[config.mk]
export PLATFORM = sky130hd
export DESIGN_NAME = adcc_top
export DESIGN_NICKNAME = d
export VERILOG_FILES = /design/src/design/adcc_mcyc.v /design/src/design/adcc_sar.v /design/src/design/adcc_top.v
export VERILOG_INCLUDE_DIRS = /design/src /design/src/inc
export SDC_FILE = /design/constraint.sdc
export NUM_CORES = 1
export LEC_CHECK = 0
export BUFFER_PORTS_ARGS = -buffer_cell sky130_fd_sc_hd__buf_2
export CAP_MARGIN = 20
export CELL_PAD_IN_SITES_DETAIL_PLACEMENT = 2
export CELL_PAD_IN_SITES_GLOBAL_PLACEMENT = 2
export CORE_MARGIN = 2
export CORE_UTILIZATION = 30
export CTS_CLUSTER_DIAMETER = 200
export DETAILED_ROUTE_END_ITERATION = 6
export PLACE_DENSITY_LB_ADDON = 0.1
export SLEW_MARGIN = 20
export SYNTH_ARGS = -nofsm -noshare
export SYNTH_HDL_FRONTEND = slang
export SYNTH_SLANG_ARGS = --single-unit
[constraint.sdc]
create_clock -name i_sys_clk -period 2.4 [get_ports i_sys_clk]
set_clock_uncertainty 0.15 [all_clocks]
set_input_delay 0.12 -clock i_sys_clk [delete_from_list [all_inputs] [get_ports i_sys_clk]]
set_output_delay 0.12 -clock i_sys_clk [all_outputs]
set_load 0.1 [all_outputs]
[src/inc/adcc_defines.vh]
`ifndef ADCC_DEFINES_VH
`define ADCC_DEFINES_VH

// ****************************************
// Register byte addresses
// ****************************************
`define ADCC_ADDR_CTRL      8'hC0
`define ADCC_ADDR_P0DIS     8'hC4
`define ADCC_ADDR_RESULT    8'hC8
`define ADCC_ADDR_CFG       8'hCC
`define ADCC_ADDR_P0READ    8'hD0

// ****************************************
// Control register fields
// ****************************************
`define ADCC_CTRL_PWR       7
`define ADCC_CTRL_DONE      4
`define ADCC_CTRL_BUSY      3
`define ADCC_CTRL_RCSEL     2
`define ADCC_CTRL_CH_HI     1
`define ADCC_CTRL_CH_LO     0
`define ADCC_CTRL_RESET     8'h00

// ****************************************
// Config register fields
// ****************************************
`define ADCC_CFG_GIE        0
`define ADCC_CFG_IRQEN      1
`define ADCC_CFG_STDTIME    2
`define ADCC_CFG_RESET      8'h00
`define ADCC_CFG_MASK       8'h07
`define ADCC_P0DIS_RESET    8'h00

// ****************************************
// Timing counts
// ****************************************
`define ADCC_OSC_PER_MC     6
`define ADCC_OSC_PER_MC_STD 12
`define ADCC_CPU_MC_CONV    31
`define ADCC_RC_SYNC_MC     3
`define ADCC_RC_PERIODS     108
`define ADCC_RES_BITS       8

`endif

[src/design/adcc_mcyc.v]
`timescale 1ns/1ps
`include "adcc_defines.vh"

// ****************************************
// Machine-cycle enable divider
// ****************************************
module adcc_mcyc
#(
  parameter NORM_DIV = `ADCC_OSC_PER_MC,
  parameter STD_DIV  = `ADCC_OSC_PER_MC_STD
)
(
  input  wire       i_sys_clk,   // Oscillator clock
  input  wire       i_rst,       // Sync reset, high
  input  wire       i_std_time,  // Standard timing option
  output wire       o_mc_tick    // One pulse per machine cycle
);

  reg  [3:0] cnt_r;
  wire [3:0] last;

  assign last      = i_std_time ? STD_DIV[3:0] - 4'h1 : NORM_DIV[3:0] - 4'h1;
  assign o_mc_tick = (cnt_r >= last);

  // Free-running count; >= recovers when option flips mid-cycle
  always @(posedge i_sys_clk)
  begin
    if (i_rst)
      cnt_r <= 4'h0;
    else if (o_mc_tick)
      cnt_r <= 4'h0;
    else
      cnt_r <= cnt_r + 4'h1;
  end

endmodule

[src/design/adcc_sar.v]
`timescale 1ns/1ps
`include "adcc_defines.vh"

// ****************************************
// Successive-approximation sequencer
// ****************************************
module adcc_sar
#(
  parameter BITS     = `ADCC_RES_BITS,
  parameter CPU_MC   = `ADCC_CPU_MC_CONV,
  parameter SYNC_MC  = `ADCC_RC_SYNC_MC,
  parameter RC_STEPS = `ADCC_RC_PERIODS
)
(
  input  wire            i_sys_clk,  // System clock
  input  wire            i_rst,      // Sync reset, high
  input  wire            i_start,    // Start pulse
  input  wire            i_rc_mode,  // Step on RC ticks
  input  wire            i_mc_tick,  // Machine-cycle enable
  input  wire            i_rc_tick,  // RC oscillator enable
  input  wire            i_cmp,      // High when input above trial level
  output reg  [BITS-1:0] o_trial,    // Trial code to the DAC
  output reg  [BITS-1:0] o_result,   // Final code
  output reg             o_done      // One-cycle completion pulse
);

  localparam ST_IDLE = 2'd0;
  localparam ST_SYNC = 2'd1;
  localparam ST_CONV = 2'd2;

  reg [1:0]      state_r;
  reg            rc_r;
  reg [6:0]      step_r;
  reg [BITS-1:0] mask_r;
  wire           step_en;
  wire [6:0]     step_last;

  assign step_en   = rc_r ? i_rc_tick : i_mc_tick;
  assign step_last = rc_r ? RC_STEPS[6:0] : CPU_MC[6:0];

  // Sequencer: one bit decided per step, then pad to full length
  always @(posedge i_sys_clk)
  begin
    o_done <= 1'b0;
    if (i_rst)
    begin
      state_r  <= ST_IDLE;
      rc_r     <= 1'b0;
      step_r   <= 7'h00;
      mask_r   <= {BITS{1'b0}};
      o_trial  <= {BITS{1'b0}};
      o_result <= {BITS{1'b0}};
    end
    else
    begin
      case (state_r)
        ST_IDLE:
        begin
          // Park at midscale so the comparator has settled before the first decision
          o_trial <= {1'b1, {(BITS-1){1'b0}}};
          if (i_start)
          begin
            rc_r    <= i_rc_mode;
            step_r  <= 7'h00;
            mask_r  <= {1'b1, {(BITS-1){1'b0}}};
            state_r <= i_rc_mode ? ST_SYNC : ST_CONV;
          end
        end
        ST_SYNC:
        begin
          if (i_mc_tick)
          begin
            step_r <= step_r + 7'h01;
            if (step_r == SYNC_MC[6:0] - 7'h01)
            begin
              step_r  <= 7'h00;
              state_r <= ST_CONV;
            end
          end
        end
        ST_CONV:
        begin
          if (step_en)
          begin
            step_r <= step_r + 7'h01;
            if (mask_r != {BITS{1'b0}})
            begin
              o_trial <= (i_cmp ? o_trial : (o_trial & ~mask_r)) | (mask_r >> 1);
              mask_r  <= mask_r >> 1;
            end
            if (step_r == step_last - 7'h01)
            begin
              o_result <= o_trial;
              o_done   <= 1'b1;
              state_r  <= ST_IDLE;
            end
          end
        end
        default:
          state_r <= ST_IDLE;
      endcase
    end
  end

endmodule

[src/design/adcc_top.v]
`timescale 1ns/1ps
`include "adcc_defines.vh"

// ****************************************
// Converter control block
// ****************************************
// Function
// - One shared converter turns one of four channels into 8 bits.
// - Control holds power b7, done b4, busy b3, RC b2, channel b1:0.
// - Channel bits frozen while a conversion runs.
// - Busy bit reads one for the whole conversion.
// - At end, busy clears and done sets.
// - Interrupt request while done, global enable and converter enable set.
// - Result loads at completion and holds until the next completion.
// - Only a software zero write clears done.
// - Starts ignored while busy or done is one.
// - Start write may load a new channel for that conversion.
// - Done-clearing write leaves channel unchanged.
// - Result is input times 256 over supply span, rounded.
// - Port 0 disable bits gate off pin digital inputs.
// - Disabled port 0 pins read as zero.
// - Machine cycle is 6 clocks, 12 with standard timing.
// - CPU-clocked conversion takes 31 machine cycles.
// - RC mode takes sync machine cycles plus 108 RC periods.
// - Done zero busy one means running; both zero means idle.
module adcc_top
#(
  parameter RES_BITS = `ADCC_RES_BITS,
  parameter CPU_MC   = `ADCC_CPU_MC_CONV,
  parameter SYNC_MC  = `ADCC_RC_SYNC_MC,
  parameter RC_STEPS = `ADCC_RC_PERIODS
)
(
  input  wire                i_sys_clk,     // 125 MHz clock
  input  wire                i_rst,         // Sync reset, high
  input  wire                i_wb_cyc,      // Wishbone cycle
  input  wire                i_wb_stb,      // Wishbone strobe
  input  wire                i_wb_we,       // Write enable
  input  wire [7:0]          i_wb_adr,      // Byte address
  input  wire [3:0]          i_wb_sel,      // Byte lanes
  input  wire [31:0]         i_wb_dat,      // Write data
  output reg  [31:0]         o_wb_dat,      // Read data
  output reg                 o_wb_ack,      // Acknowledge
  input  wire                i_rc_tick,     // RC oscillator enable pulse
  input  wire                i_cmp,         // Comparator result
  input  wire [7:0]          i_port0_pins,  // Raw port 0 pin levels
  output wire [7:0]          o_port0_in_en, // Per-pin digital input enable
  output wire                o_adc_power,   // Converter power on
  output reg  [1:0]          o_chan_sel,    // Analog mux select
  output wire [RES_BITS-1:0] o_trial_code,  // DAC trial code
  output reg                 o_irq_req      // Converter interrupt request
);

  // ****************************************
  // Reset values
  // ****************************************

  // Control reset word, sliced so each flop takes its own field
  localparam [7:0] CTRL_RST = `ADCC_CTRL_RESET;

  // ****************************************
  // Registers and wires
  // ****************************************
  // Control and config storage
  reg                 pwr_r;
  reg                 done_r;
  reg                 busy_r;
  reg                 rcsel_r;
  reg  [7:0]          p0dis_r;
  reg  [7:0]          cfg_r;
  reg  [RES_BITS-1:0] result_r;
  reg                 start_r;
  // Next-state terms
  reg  [31:0]         rd_nxt;
  reg                 done_nxt;
  reg                 busy_nxt;
  reg  [1:0]          chan_nxt;
  reg                 start_nxt;
  // Decode, status and sequencer links
  wire                wr_ctrl;
  wire                wr_go;
  wire                mc_tick;
  wire                seq_done;
  wire [RES_BITS-1:0] seq_result;
  wire [7:0]          ctrl_rd;
  wire [7:0]          wd;
  wire                hit_ctrl;
  wire                hit_p0dis;
  wire                hit_cfg;
  wire                conv_idle;

  // ****************************************
  // Wishbone slave
  // ****************************************

  // One hit per writable register; all of them live in byte lane 0
  assign hit_ctrl  = (i_wb_adr == `ADCC_ADDR_CTRL);
  assign hit_p0dis = (i_wb_adr == `ADCC_ADDR_P0DIS);
  assign hit_cfg   = (i_wb_adr == `ADCC_ADDR_CFG);

  // Writes land on the ack edge, so data is stable one cycle ahead
  assign wr_go   = i_wb_cyc & i_wb_stb & i_wb_we & o_wb_ack & i_wb_sel[0];
  assign wr_ctrl = wr_go & hit_ctrl;
  assign wd      = i_wb_dat[7:0];

  // control bit layout
  // Reserved bits 6:5 read zero so software cannot mistake them for state
  assign ctrl_rd = {pwr_r, 2'b00, done_r, busy_r, rcsel_r, o_chan_sel};

  // Read mux; unmapped addresses read zero
  // Sampled with the request, so a read shows state one edge before ack
  always @*
  begin
    rd_nxt = 32'h0000_0000;
    case (i_wb_adr)
      `ADCC_ADDR_CTRL:   rd_nxt[7:0] = ctrl_rd;
      `ADCC_ADDR_P0DIS:  rd_nxt[7:0] = p0dis_r;
      `ADCC_ADDR_RESULT: rd_nxt[RES_BITS-1:0] = result_r;
      `ADCC_ADDR_CFG:    rd_nxt[7:0] = cfg_r;
      `ADCC_ADDR_P0READ: rd_nxt[7:0] = i_port0_pins & ~p0dis_r;
      default:           rd_nxt = 32'h0000_0000;
    endcase
  end

  // One wait state; ack drops the cycle after it is given
  // A master that gives up early just loses the ack; nothing is left pending
  always @(posedge i_sys_clk)
  begin
    if (i_rst)
    begin
      o_wb_ack <= 1'b0;
      o_wb_dat <= 32'h0000_0000;
    end
    else
    begin
      o_wb_ack <= i_wb_cyc & i_wb_stb & ~o_wb_ack;
      if (i_wb_cyc & i_wb_stb & ~o_wb_ack)
        o_wb_dat <= rd_nxt;
    end
  end

  // ****************************************
  // Control register next state
  // ****************************************

  // both flags low means idle and startable
  assign conv_idle = ~busy_r & ~done_r;

  // Flag, busy and channel updates from software and sequencer
  always @*
  begin
    done_nxt  = done_r;
    busy_nxt  = busy_r;
    chan_nxt  = o_chan_sel;
    start_nxt = 1'b0;
    if (wr_ctrl)
    begin
      if (!wd[`ADCC_CTRL_DONE])
        done_nxt = 1'b0;
      if (!busy_r && !(done_r && !wd[`ADCC_CTRL_DONE]))
        chan_nxt = wd[`ADCC_CTRL_CH_HI:`ADCC_CTRL_CH_LO];
      // start ignored while busy or done
      if (wd[`ADCC_CTRL_BUSY] && conv_idle)
      begin
        // same write may pick the channel
        chan_nxt  = wd[`ADCC_CTRL_CH_HI:`ADCC_CTRL_CH_LO];
        busy_nxt  = 1'b1;
        start_nxt = 1'b1;
      end
    end
    // Hazard: a write and the done pulse may meet in one cycle; the pulse is applied last
    // completion clears busy, sets done
    // set wins over a same-cycle clear
    if (seq_done)
    begin
      done_nxt = 1'b1;
      busy_nxt = 1'b0;
    end
  end

  // ****************************************
  // Register storage
  // ****************************************

  // control resets to zero
  // Channel code drives the analog mux directly, code n picks input n
  always @(posedge i_sys_clk)
  begin
    if (i_rst)
    begin
      pwr_r      <= CTRL_RST[`ADCC_CTRL_PWR];
      rcsel_r    <= CTRL_RST[`ADCC_CTRL_RCSEL];
      done_r     <= CTRL_RST[`ADCC_CTRL_DONE];
      busy_r     <= CTRL_RST[`ADCC_CTRL_BUSY];
      o_chan_sel <= CTRL_RST[`ADCC_CTRL_CH_HI:`ADCC_CTRL_CH_LO];
      start_r    <= 1'b0;
      p0dis_r    <= `ADCC_P0DIS_RESET;
      cfg_r      <= `ADCC_CFG_RESET;
    end
    else
    begin
      done_r     <= done_nxt;
      busy_r     <= busy_nxt;
      o_chan_sel <= chan_nxt;
      start_r    <= start_nxt;
      // Power and RC select have no side effects, so any control write updates them
      if (wr_ctrl)
      begin
        pwr_r   <= wd[`ADCC_CTRL_PWR];
        rcsel_r <= wd[`ADCC_CTRL_RCSEL];
      end
      if (wr_go && hit_p0dis)
        p0dis_r <= wd;
      // Config bits 7:3 are not implemented and read zero
      if (wr_go && hit_cfg)
        cfg_r <= wd & `ADCC_CFG_MASK;
    end
  end

  // ****************************************
  // Result and interrupt
  // ****************************************

  // Result kept apart from the trial code so reads never see a half-built value
  // result loads only on completion
  always @(posedge i_sys_clk)
  begin
    if (i_rst)
      result_r <= {RES_BITS{1'b0}};
    else if (seq_done)
      result_r <= seq_result;
  end

  // request gated by both enables; priority lives outside
  // Built from done_nxt so the request rises with the flag, not a cycle later
  always @(posedge i_sys_clk)
  begin
    if (i_rst)
      o_irq_req <= 1'b0;
    else
      o_irq_req <= done_nxt & cfg_r[`ADCC_CFG_GIE] & cfg_r[`ADCC_CFG_IRQEN];
  end

  // ****************************************
  // Pin-facing outputs
  // ****************************************

  // set bit turns the digital input off
  assign o_port0_in_en = ~p0dis_r;
  // software keeps the power lead time; not enforced here
  assign o_adc_power   = pwr_r;

  // ****************************************
  // Machine-cycle divider
  // ****************************************
  // Divider runs free, so a start may land anywhere inside a machine cycle
  // machine cycle from the option bit
  adcc_mcyc u_mcyc
  (
    .i_sys_clk  (i_sys_clk),
    .i_rst      (i_rst),
    .i_std_time (cfg_r[`ADCC_CFG_STDTIME]),
    .o_mc_tick  (mc_tick)
  );

  // ****************************************
  // Conversion sequencer
  // ****************************************
  // The sequencer owns conversion timing; this block launches it and collects the code
  // rounding relies on half-LSB offset in the analog DAC
  adcc_sar
  #(
    .BITS     (RES_BITS),
    .CPU_MC   (CPU_MC),
    .SYNC_MC  (SYNC_MC),
    .RC_STEPS (RC_STEPS)
  )
  u_sar
  (
    .i_sys_clk (i_sys_clk),
    .i_rst     (i_rst),
    .i_start   (start_r),
    .i_rc_mode (rcsel_r),
    .i_mc_tick (mc_tick),
    .i_rc_tick (i_rc_tick),
    .i_cmp     (i_cmp),
    .o_trial   (o_trial_code),
    .o_result  (seq_result),
    .o_done    (seq_done)
  );

endmodule

==> results.ini, run 1 <==
[finish]
regArea_um2 = 1500
fin_cells = 689
fin_area_um2 = 4700
fillers = 1452
drive_gt1_share_pct = 21.9
diodes = 0
area_growth_pct = 22.0
fin_util_pct = 37.4
multi_input_area_um2 = 2110
nets = 580

[placement]
post-place-cells = 664
dp_slack_ps = 100
dpl_cell_area_um2 = 4300
port_buffers = 60
gp_congestion = 0.766
dp_hpwl_um = 8620

[global_route]
grt_max_degree = 24
grt_use_total_pct = 17.4
antenna_found_initial = 0
grt_pass1_vias = 3582
grt_pass1_wl_um = 19200
grt-ovfl-total = 0

[timing]
period_needed_ps = 2210
worst_slew_pin_slew_ps = 675
setup_tns_ps = 0
grt_setup_unrepaired = false
finalHoldViolCount = 0
max_freq_ghz = 0.452
period_share_pct = 92.2
worst_slack_ps = 187
max_slew_margin_pct = 55.0
drv_slew = 0
setup_viol = 0

[routing]
drc = 0
via_per_inst = 4.89
post_drt_wl_per_cell_um = 16.9
first_iter_violations = 96
ant_nets = 0
firstDrtPassIters = 4
num_vias = 3370
routed_wl_um = 11600

[worst_setup_path]
startpoint_type = flop
rr_startpoint = cfg_r[2]$_SDFFE_PP0P_
reg2reg_to = u_sar.o_result[2]$_SDFFE_PP0P_
crit_fanout = 5
crit_chain = inv_1 -> ha_1 -> a21o_1 -> a211oi_1 -> buf_4 -> nor4_4 -> buf_4 -> mux2i_1 -> nor2_1
max_stage_delay_ps = 380
end_kind = flop
slowest_stage = dfxtp_1
r2r_slack_ps = 190
cpMostUsedCell = buf_4
crit_type = flop to flop
reg2reg_depth = 9
required_ps = 2490
arrival_ps = 2300

[cts]
cts.sinks = 75
htreeDepth = 3
root_buffer = clkbuf_16
cts_buffer_depth = 2
clk_pin_slew_ps = 60
cts_tree = done
cts_made_buffers = 9
insertion_delay_ps = 350

[pwr]
max-vdd-ir-drop_v = 0.000265
pwr-share-clk_pct = 44.3
power_density_nw_per_um2 = 668
power.internal_mw = 2.21
power.share.combinational_pct = 15.3
power.net_switching_mw = 0.931
power_leakage_nw = 1.93
seqPwrFrac_pct = 40.3
p_sw_share_pct = 29.7

[synthesis]
synth.most_common_cell = dfxtp_1
synth_top_cell_by_area = dfxtp_1
ys_seq_area_share_pct = 39.0
synthDistinctLibCells = 60
avgSynthCellArea_um2 = 8.78
ys_async_sr_fraction_pct = 0
syn_inst = 439
netlist_area_um2 = 3850
synth_top_area_share_pct = 39.0
dominantRegCellSynth = dfxtp_1
yosys-top-cells-area = dfxtp_1 (39%), mux2i_1 (8.8%), buf_4 (5.1%), nor2_1 (4.5%), a21oi_1 (4.0%)
yosys_warnings = 0
synth_top_cells_by_count = dfxtp_1 (75), nor2_1 (46), nand2_1 (38)
synth_seq_cells = 75
synth_edf_count = 0

[floorplan]
die-area_um2 = 13800
fp.dieW_um = 117
io_pins = 112
initial_core_util_pct = 30.7
core_um2 = 12600
fp.dieH_um = 117
placementRows = 41

[hold_path]
worstHoldEndpoint = o_wb_dat[1]$_SDFFE_PP0P_
hold_path_startpoint = i_wb_adr[1]
hold_depth = 4
hold_path_class = input port to flop

[status]
status = finished clean

[run]
cap_violations = 0

-- logic make-up after synthesis --
group                    count (synthesis)  share of synthesized area, %
other                                    1                        0.0973
adder cells (fa/ha/maj)                  9                          2.92
AO/OA/AOI/OAI                           92                          17.1
multiplexers                            37                          10.0
AND/OR/NAND/NOR                        160                          21.6
XOR/XNOR                                 2                         0.455
flip-flops                              75                          39.0
buffers and inverters                   63                          8.87
-- stage by stage --
stage,power [mW],hold WS (ps)
after floorplan,1.68,114
after global placement,1.76,219
after detailed placement,1.77,238
after CTS,3.19,29.4
after global routing,3.27,72.6
final,3.14,41.6
-- worst max path at each step --
stage | from | end | slack, ps
after floorplan | o_wb_ack$_SDFF_PP0_ | p0dis_r[3]$_SDFFE_PP0P_ | 320
after CTS | cfg_r[2]$_SDFFE_PP0P_ | u_sar.o_result[5]$_SDFFE_PP0P_ | 80
final | cfg_r[2]$_SDFFE_PP0P_ | u_sar.o_result[2]$_SDFFE_PP0P_ | 190
after global routing | cfg_r[2]$_SDFFE_PP0P_ | u_sar.o_result[7]$_SDFFE_PP0P_ | 20
after detailed placement | cfg_r[2]$_SDFFE_PP0P_ | u_sar.o_result[5]$_SDFFE_PP0P_ | 100
after global placement | cfg_r[2]$_SDFFE_PP0P_ | u_sar.o_result[5]$_SDFFE_PP0P_ | 170
-- flip-flops by register name, summed over array words and instances (netlist names) --
register	flops
rcsel_r	1
u_mcyc.cnt_r	4
p0dis_r	8
o_wb_dat	8
u_sar.o_trial	8
busy_r	1
u_sar.o_done	1
start_r	1
u_sar.state_r	2
u_sar.mask_r	8
o_adc_power	1
done_r	1
o_irq_req	1
o_wb_ack	1
u_sar.o_result	8
u_sar.rc_r	1
o_chan_sel	2
u_sar.step_r	7
cfg_r	3
result_r	8
-- placed cells by master (no fill, tap or decap), types with 3 or more instances in the layout --
cell	n
dlygate4sd3_1	8
nand2_1	38
ha_1	9
and3_1	5
and2_1	3
a32o_1	3
nand2b_1	6
mux2i_1	34
a2bb2oi_1	3
dfxtp_1	74
o31ai_1	3
a21o_1	3
nand3b_1	5
nor3b_1	4
o21ai_0	15
clkbuf_1	3
nor2_1	46
buf_2	60
or2_2	6
nand3_1	11
o22ai_1	3
inv_1	20
o211ai_1	6
clkbuf_16	9
nor2b_1	6
a22oi_1	8
a21oi_1	31
nor3_1	9
conb_1	24
buf_4	11
-- layer usage --
| layer | part of all wire [%] | vias to the layer above | GRT usage [%] |
|---|---|---|---|
| li1 | - | 1645 | - |
| met1 | 46 | 1648 | 21.4 |
| met2 | 49 | 65 | 29.6 |
| met3 | 3.5 | 12 | 3.55 |
| met4 | 1.8 | 0 | 7.23 |
| met5 | 0 | - | 0 |
-- timing repair --
action / in CTS / in global routing
hold buffers: 8 / 0
hold endpoints to repair: 16 / 0
gates resized for setup: 0 / 5
setup endpoints to repair: 0 / 8
setup buffers: 0 / 0
-- critical path: cells and delay by family (launching register included) --
family                   cells  cell delay (ps)
adder cells (fa/ha/maj)      1              290
multiplexers                 1              190
flip-flops                   1              380
AND/OR/NAND/NOR              2              330
buffers and inverters        3              450
AO/OA/AOI/OAI                2              290
-- cell type report --
class | count | share of cell area, %
clock buffer | 13 | 5.32
clock inverter | 3 | 0.985
inverter | 21 | 1.68
multi-input combinational | 324 | 44.9
sequential | 75 | 32.0
tap | 172 | 4.58
timing repair buffer | 81 | 10.5
-- power groups by stage --
stage	Clock (mW)	Combinational, mW	Sequential, mW
6_report	1.39	0.481	1.27
4_1_cts	1.44	0.484	1.27
3_3_place_gp	0	0.463	1.29
5_1_grt	1.49	0.517	1.27
2_1_floorplan	0	0.370	1.31
3_5_place_dp	0	0.471	1.29
No activity file was read; power rests on OpenSTA's default activity.
==> run 2: changes to the inputs <==
--- a/config.mk
+++ b/config.mk
@@ -14,7 +14,7 @@
 export CORE_UTILIZATION = 30
 export CTS_CLUSTER_DIAMETER = 200
 export DETAILED_ROUTE_END_ITERATION = 6
-export PLACE_DENSITY_LB_ADDON = 0.1
+export PLACE_DENSITY = 0.88
 export SLEW_MARGIN = 20
 export SYNTH_ARGS = -nofsm -noshare
 export SYNTH_HDL_FRONTEND = slang
==> run 2 against run 1 <==
Net effect:
- total power is 0.75% lower
- count of clock-buffer cells in the layout is 4 lower
- sequential power hardly changed
- wire length is 17% higher
- cell area is 0.27% higher
- worst setup slack worse by 150 ps
- register-to-register slack worse by 150 ps
- critical endpoint is now u_sar.o_result[4]$_SDFFE_PP0P_
==> results.ini, run 2 (synthesis gave the netlist of run 1 again) <==
[pwr]
pwr-share-clk_pct = 43.0  ; was 44.3%
power.share.combinational_pct = 16.3  ; was 15.3%
power_density_nw_per_um2 = 661  ; was 668 nW/um2
seqPwrFrac_pct = 40.7  ; was 40.3%
max-vdd-ir-drop_v = 0.000304  ; was 0.000265 V
power_leakage_nw = 1.93  ; about the same
power.internal_mw = 2.10  ; was 2.21 mW
p_sw_share_pct = 32.6  ; was 29.7%
power.net_switching_mw = 1.01  ; was 0.931 mW

[worst_setup_path]
max_stage_delay_ps = 370  ; was 380 ps
startpoint_type = flop  ; unchanged
crit_type = flop to flop  ; unchanged
crit_chain = inv_1 -> ha_1 -> and2_2 -> a211oi_1 -> buf_4 -> nor4_4 -> buf_2 -> mux2i_1 -> nor2_1  ; was inv_1 -> ha_1 -> a21o_1 -> a211oi_1 -> buf_4 -> nor4_4 -> buf_4 -> mux2i_1 -> nor2_1
end_kind = flop  ; unchanged
arrival_ps = 2430  ; was 2300 ps
crit_buf_inv = 3  ; unchanged
slowest_stage = dfxtp_2  ; was dfxtp_1
required_ps = 2470  ; was 2490 ps
crit_family = simple AND/OR/NAND/NOR gates  ; was buffers and inverters
crit_fanout = 5  ; unchanged

[cts]
cts_buffer_depth = 2  ; unchanged
cts_tree = done  ; unchanged
cts_made_buffers = 9  ; unchanged
clk_pin_slew_ps = 70  ; was 60 ps
cts.sinks = 75  ; unchanged
insertion_delay_ps = 330  ; was 350 ps
htreeDepth = 3  ; unchanged
root_buffer = clkbuf_16  ; unchanged

[floorplan]
fp.dieH_um = 117  ; unchanged
fp.dieW_um = 117  ; unchanged
die-area_um2 = 13800  ; unchanged
core_um2 = 12600  ; unchanged
placementRows = 41  ; unchanged
initial_core_util_pct = 30.7  ; unchanged
io_pins = 112  ; unchanged

[global_route]
antenna_found_initial = 0  ; unchanged
grt_pass1_vias = 3924  ; was 3582
grt_use_total_pct = 19.2  ; was 17.4%
grt-ovfl-total = 0  ; unchanged
grt_pass1_wl_um = 21300  ; was 19200 um
grt_max_degree = 28  ; was 24

[routing]
firstDrtPassIters = 5  ; was 4
first_iter_violations = 144  ; was 96
post_drt_wl_per_cell_um = 19.7  ; was 16.9 um
routed_wl_um = 13600  ; was 11600 um
num_vias = 3542  ; was 3370
drc = 0  ; unchanged
via_per_inst = 5.13  ; was 4.89
ant_nets = 0  ; unchanged

[finish]
nets = 581  ; was 580
fillers = 1423  ; was 1452
mostFrequentLayoutCell = dfxtp_1  ; unchanged
fin_area_um2 = 4710  ; was 4700 um2
fin_util_pct = 37.5  ; was 37.4%
area_growth_pct = 22.3  ; was 22.0%
final_cell_mix = dfxtp_1 (73), buf_2 (61), nor2_1 (46), nand2_1 (38), mux2i_1 (34)  ; was dfxtp_1 (74), buf_2 (60), nor2_1 (46), nand2_1 (38), mux2i_1 (34)
drive_gt1_share_pct = 23.2  ; was 21.9%
diodes = 0  ; unchanged

[timing]
max_slew_margin_pct = 56.0  ; was 55.0%
setup_viol = 0  ; unchanged
hold_slack_ps = 45.2  ; was 41.6 ps
worst_slack_ps = 39.4  ; was 187 ps
drv_slew = 0  ; unchanged
period_needed_ps = 2360  ; was 2210 ps
period_share_pct = 98.4  ; was 92.2%
worst_slew_pin_slew_ps = 659  ; was 675 ps
max_freq_ghz = 0.424  ; was 0.452 GHz
finalHoldViolCount = 0  ; unchanged

[placement]
port_buffers = 60  ; unchanged
dp_hpwl_um = 9410  ; was 8620 um
dpl_cell_area_um2 = 4270  ; was 4300 um2
gp_congestion = 0.805  ; was 0.766
dp_slack_ps = 98.9  ; was 100 ps

[status]
status = finished clean  ; unchanged

[run]
cap_violations = 0  ; unchanged

[hold_path]
hold_path_class = input port to flop  ; unchanged

-- run 2: through the flow --
| stage | setup TNS (ps) | total power, mW | cells |
|---|---|---|---|
| floorplan | 0 | 1.68 | 462 |
| global route | -252 | 3.23 | 690 |
| detailed placement | 0 | 1.77 | 662 |
| global placement | 0 | 1.74 | 662 |
| finish | 0 | 3.12 | 690 |
| CTS | 0 | 3.13 | 687 |
-- run 2: worst paths after layout --
check | start | end | slack [ps] | cells past startpoint
setup / recovery | cfg_r[2]$_SDFFE_PP0P_ | u_sar.o_result[4]$_SDFFE_PP0P_ | 40 | 9
setup reg to reg | cfg_r[2]$_SDFFE_PP0P_ | u_sar.o_result[4]$_SDFFE_PP0P_ | 40 | 9
hold / removal | i_cmp | u_sar.o_trial[7]$_SDFFE_PP0P_ | 50 | 3
hold reg to reg | o_wb_dat[6]$_SDFFE_PP0P_ | o_wb_dat[6]$_SDFFE_PP0P_ | 310 | 2
-- run 2: cell type report --
cell class	count	area, um2	share of cell area [%]
well taps	172	215	4.57
inverters	21	78.8	1.67
clock inverters	7	70.1	1.49
multi-input cells	324	2130	45.2
flip-flops and latches	75	1500	31.9
clock buffers	9	225	4.78
repair buffers	82	489	10.4
-- run 2: worst register-to-register path, cell delays in order, from the launching register on --
cell and delay, ps:
dfxtp_2 370, inv_1 80, ha_1 320, and2_2 230
a211oi_1 100, buf_4 160, nor4_4 320, buf_2 250
mux2i_1 210, nor2_1 60
-- run 2: repair_timing --
| item | 4_1_cts | 5_1_grt |
|---|---|---|
| hold buffers | 9 | 0 |
| resized for setup | 0 | 8 |
| endpoints found under the setup margin | 0 | 11 |
| endpoints found under the hold margin | 18 | 0 |
| setup buffers | 0 | 2 |
-- run 2: power by group through the flow --
stage | clock network, mW | logic (mW) | registers [mW]
2_1_floorplan | 0 | 0.370 | 1.31
3_3_place_gp | 0 | 0.449 | 1.29
3_5_place_dp | 0 | 0.473 | 1.30
4_1_cts | 1.37 | 0.493 | 1.27
5_1_grt | 1.42 | 0.537 | 1.27
6_report | 1.34 | 0.508 | 1.27
-- run 2: routing by layer --
layer | GRT usage (%) | wire length (um)
met1 | 20.4 | 5470
met2 | 37.0 | 7230
met3 | 4.72 | 584
met4 | 5.72 | 293
met5 | 0 | 0
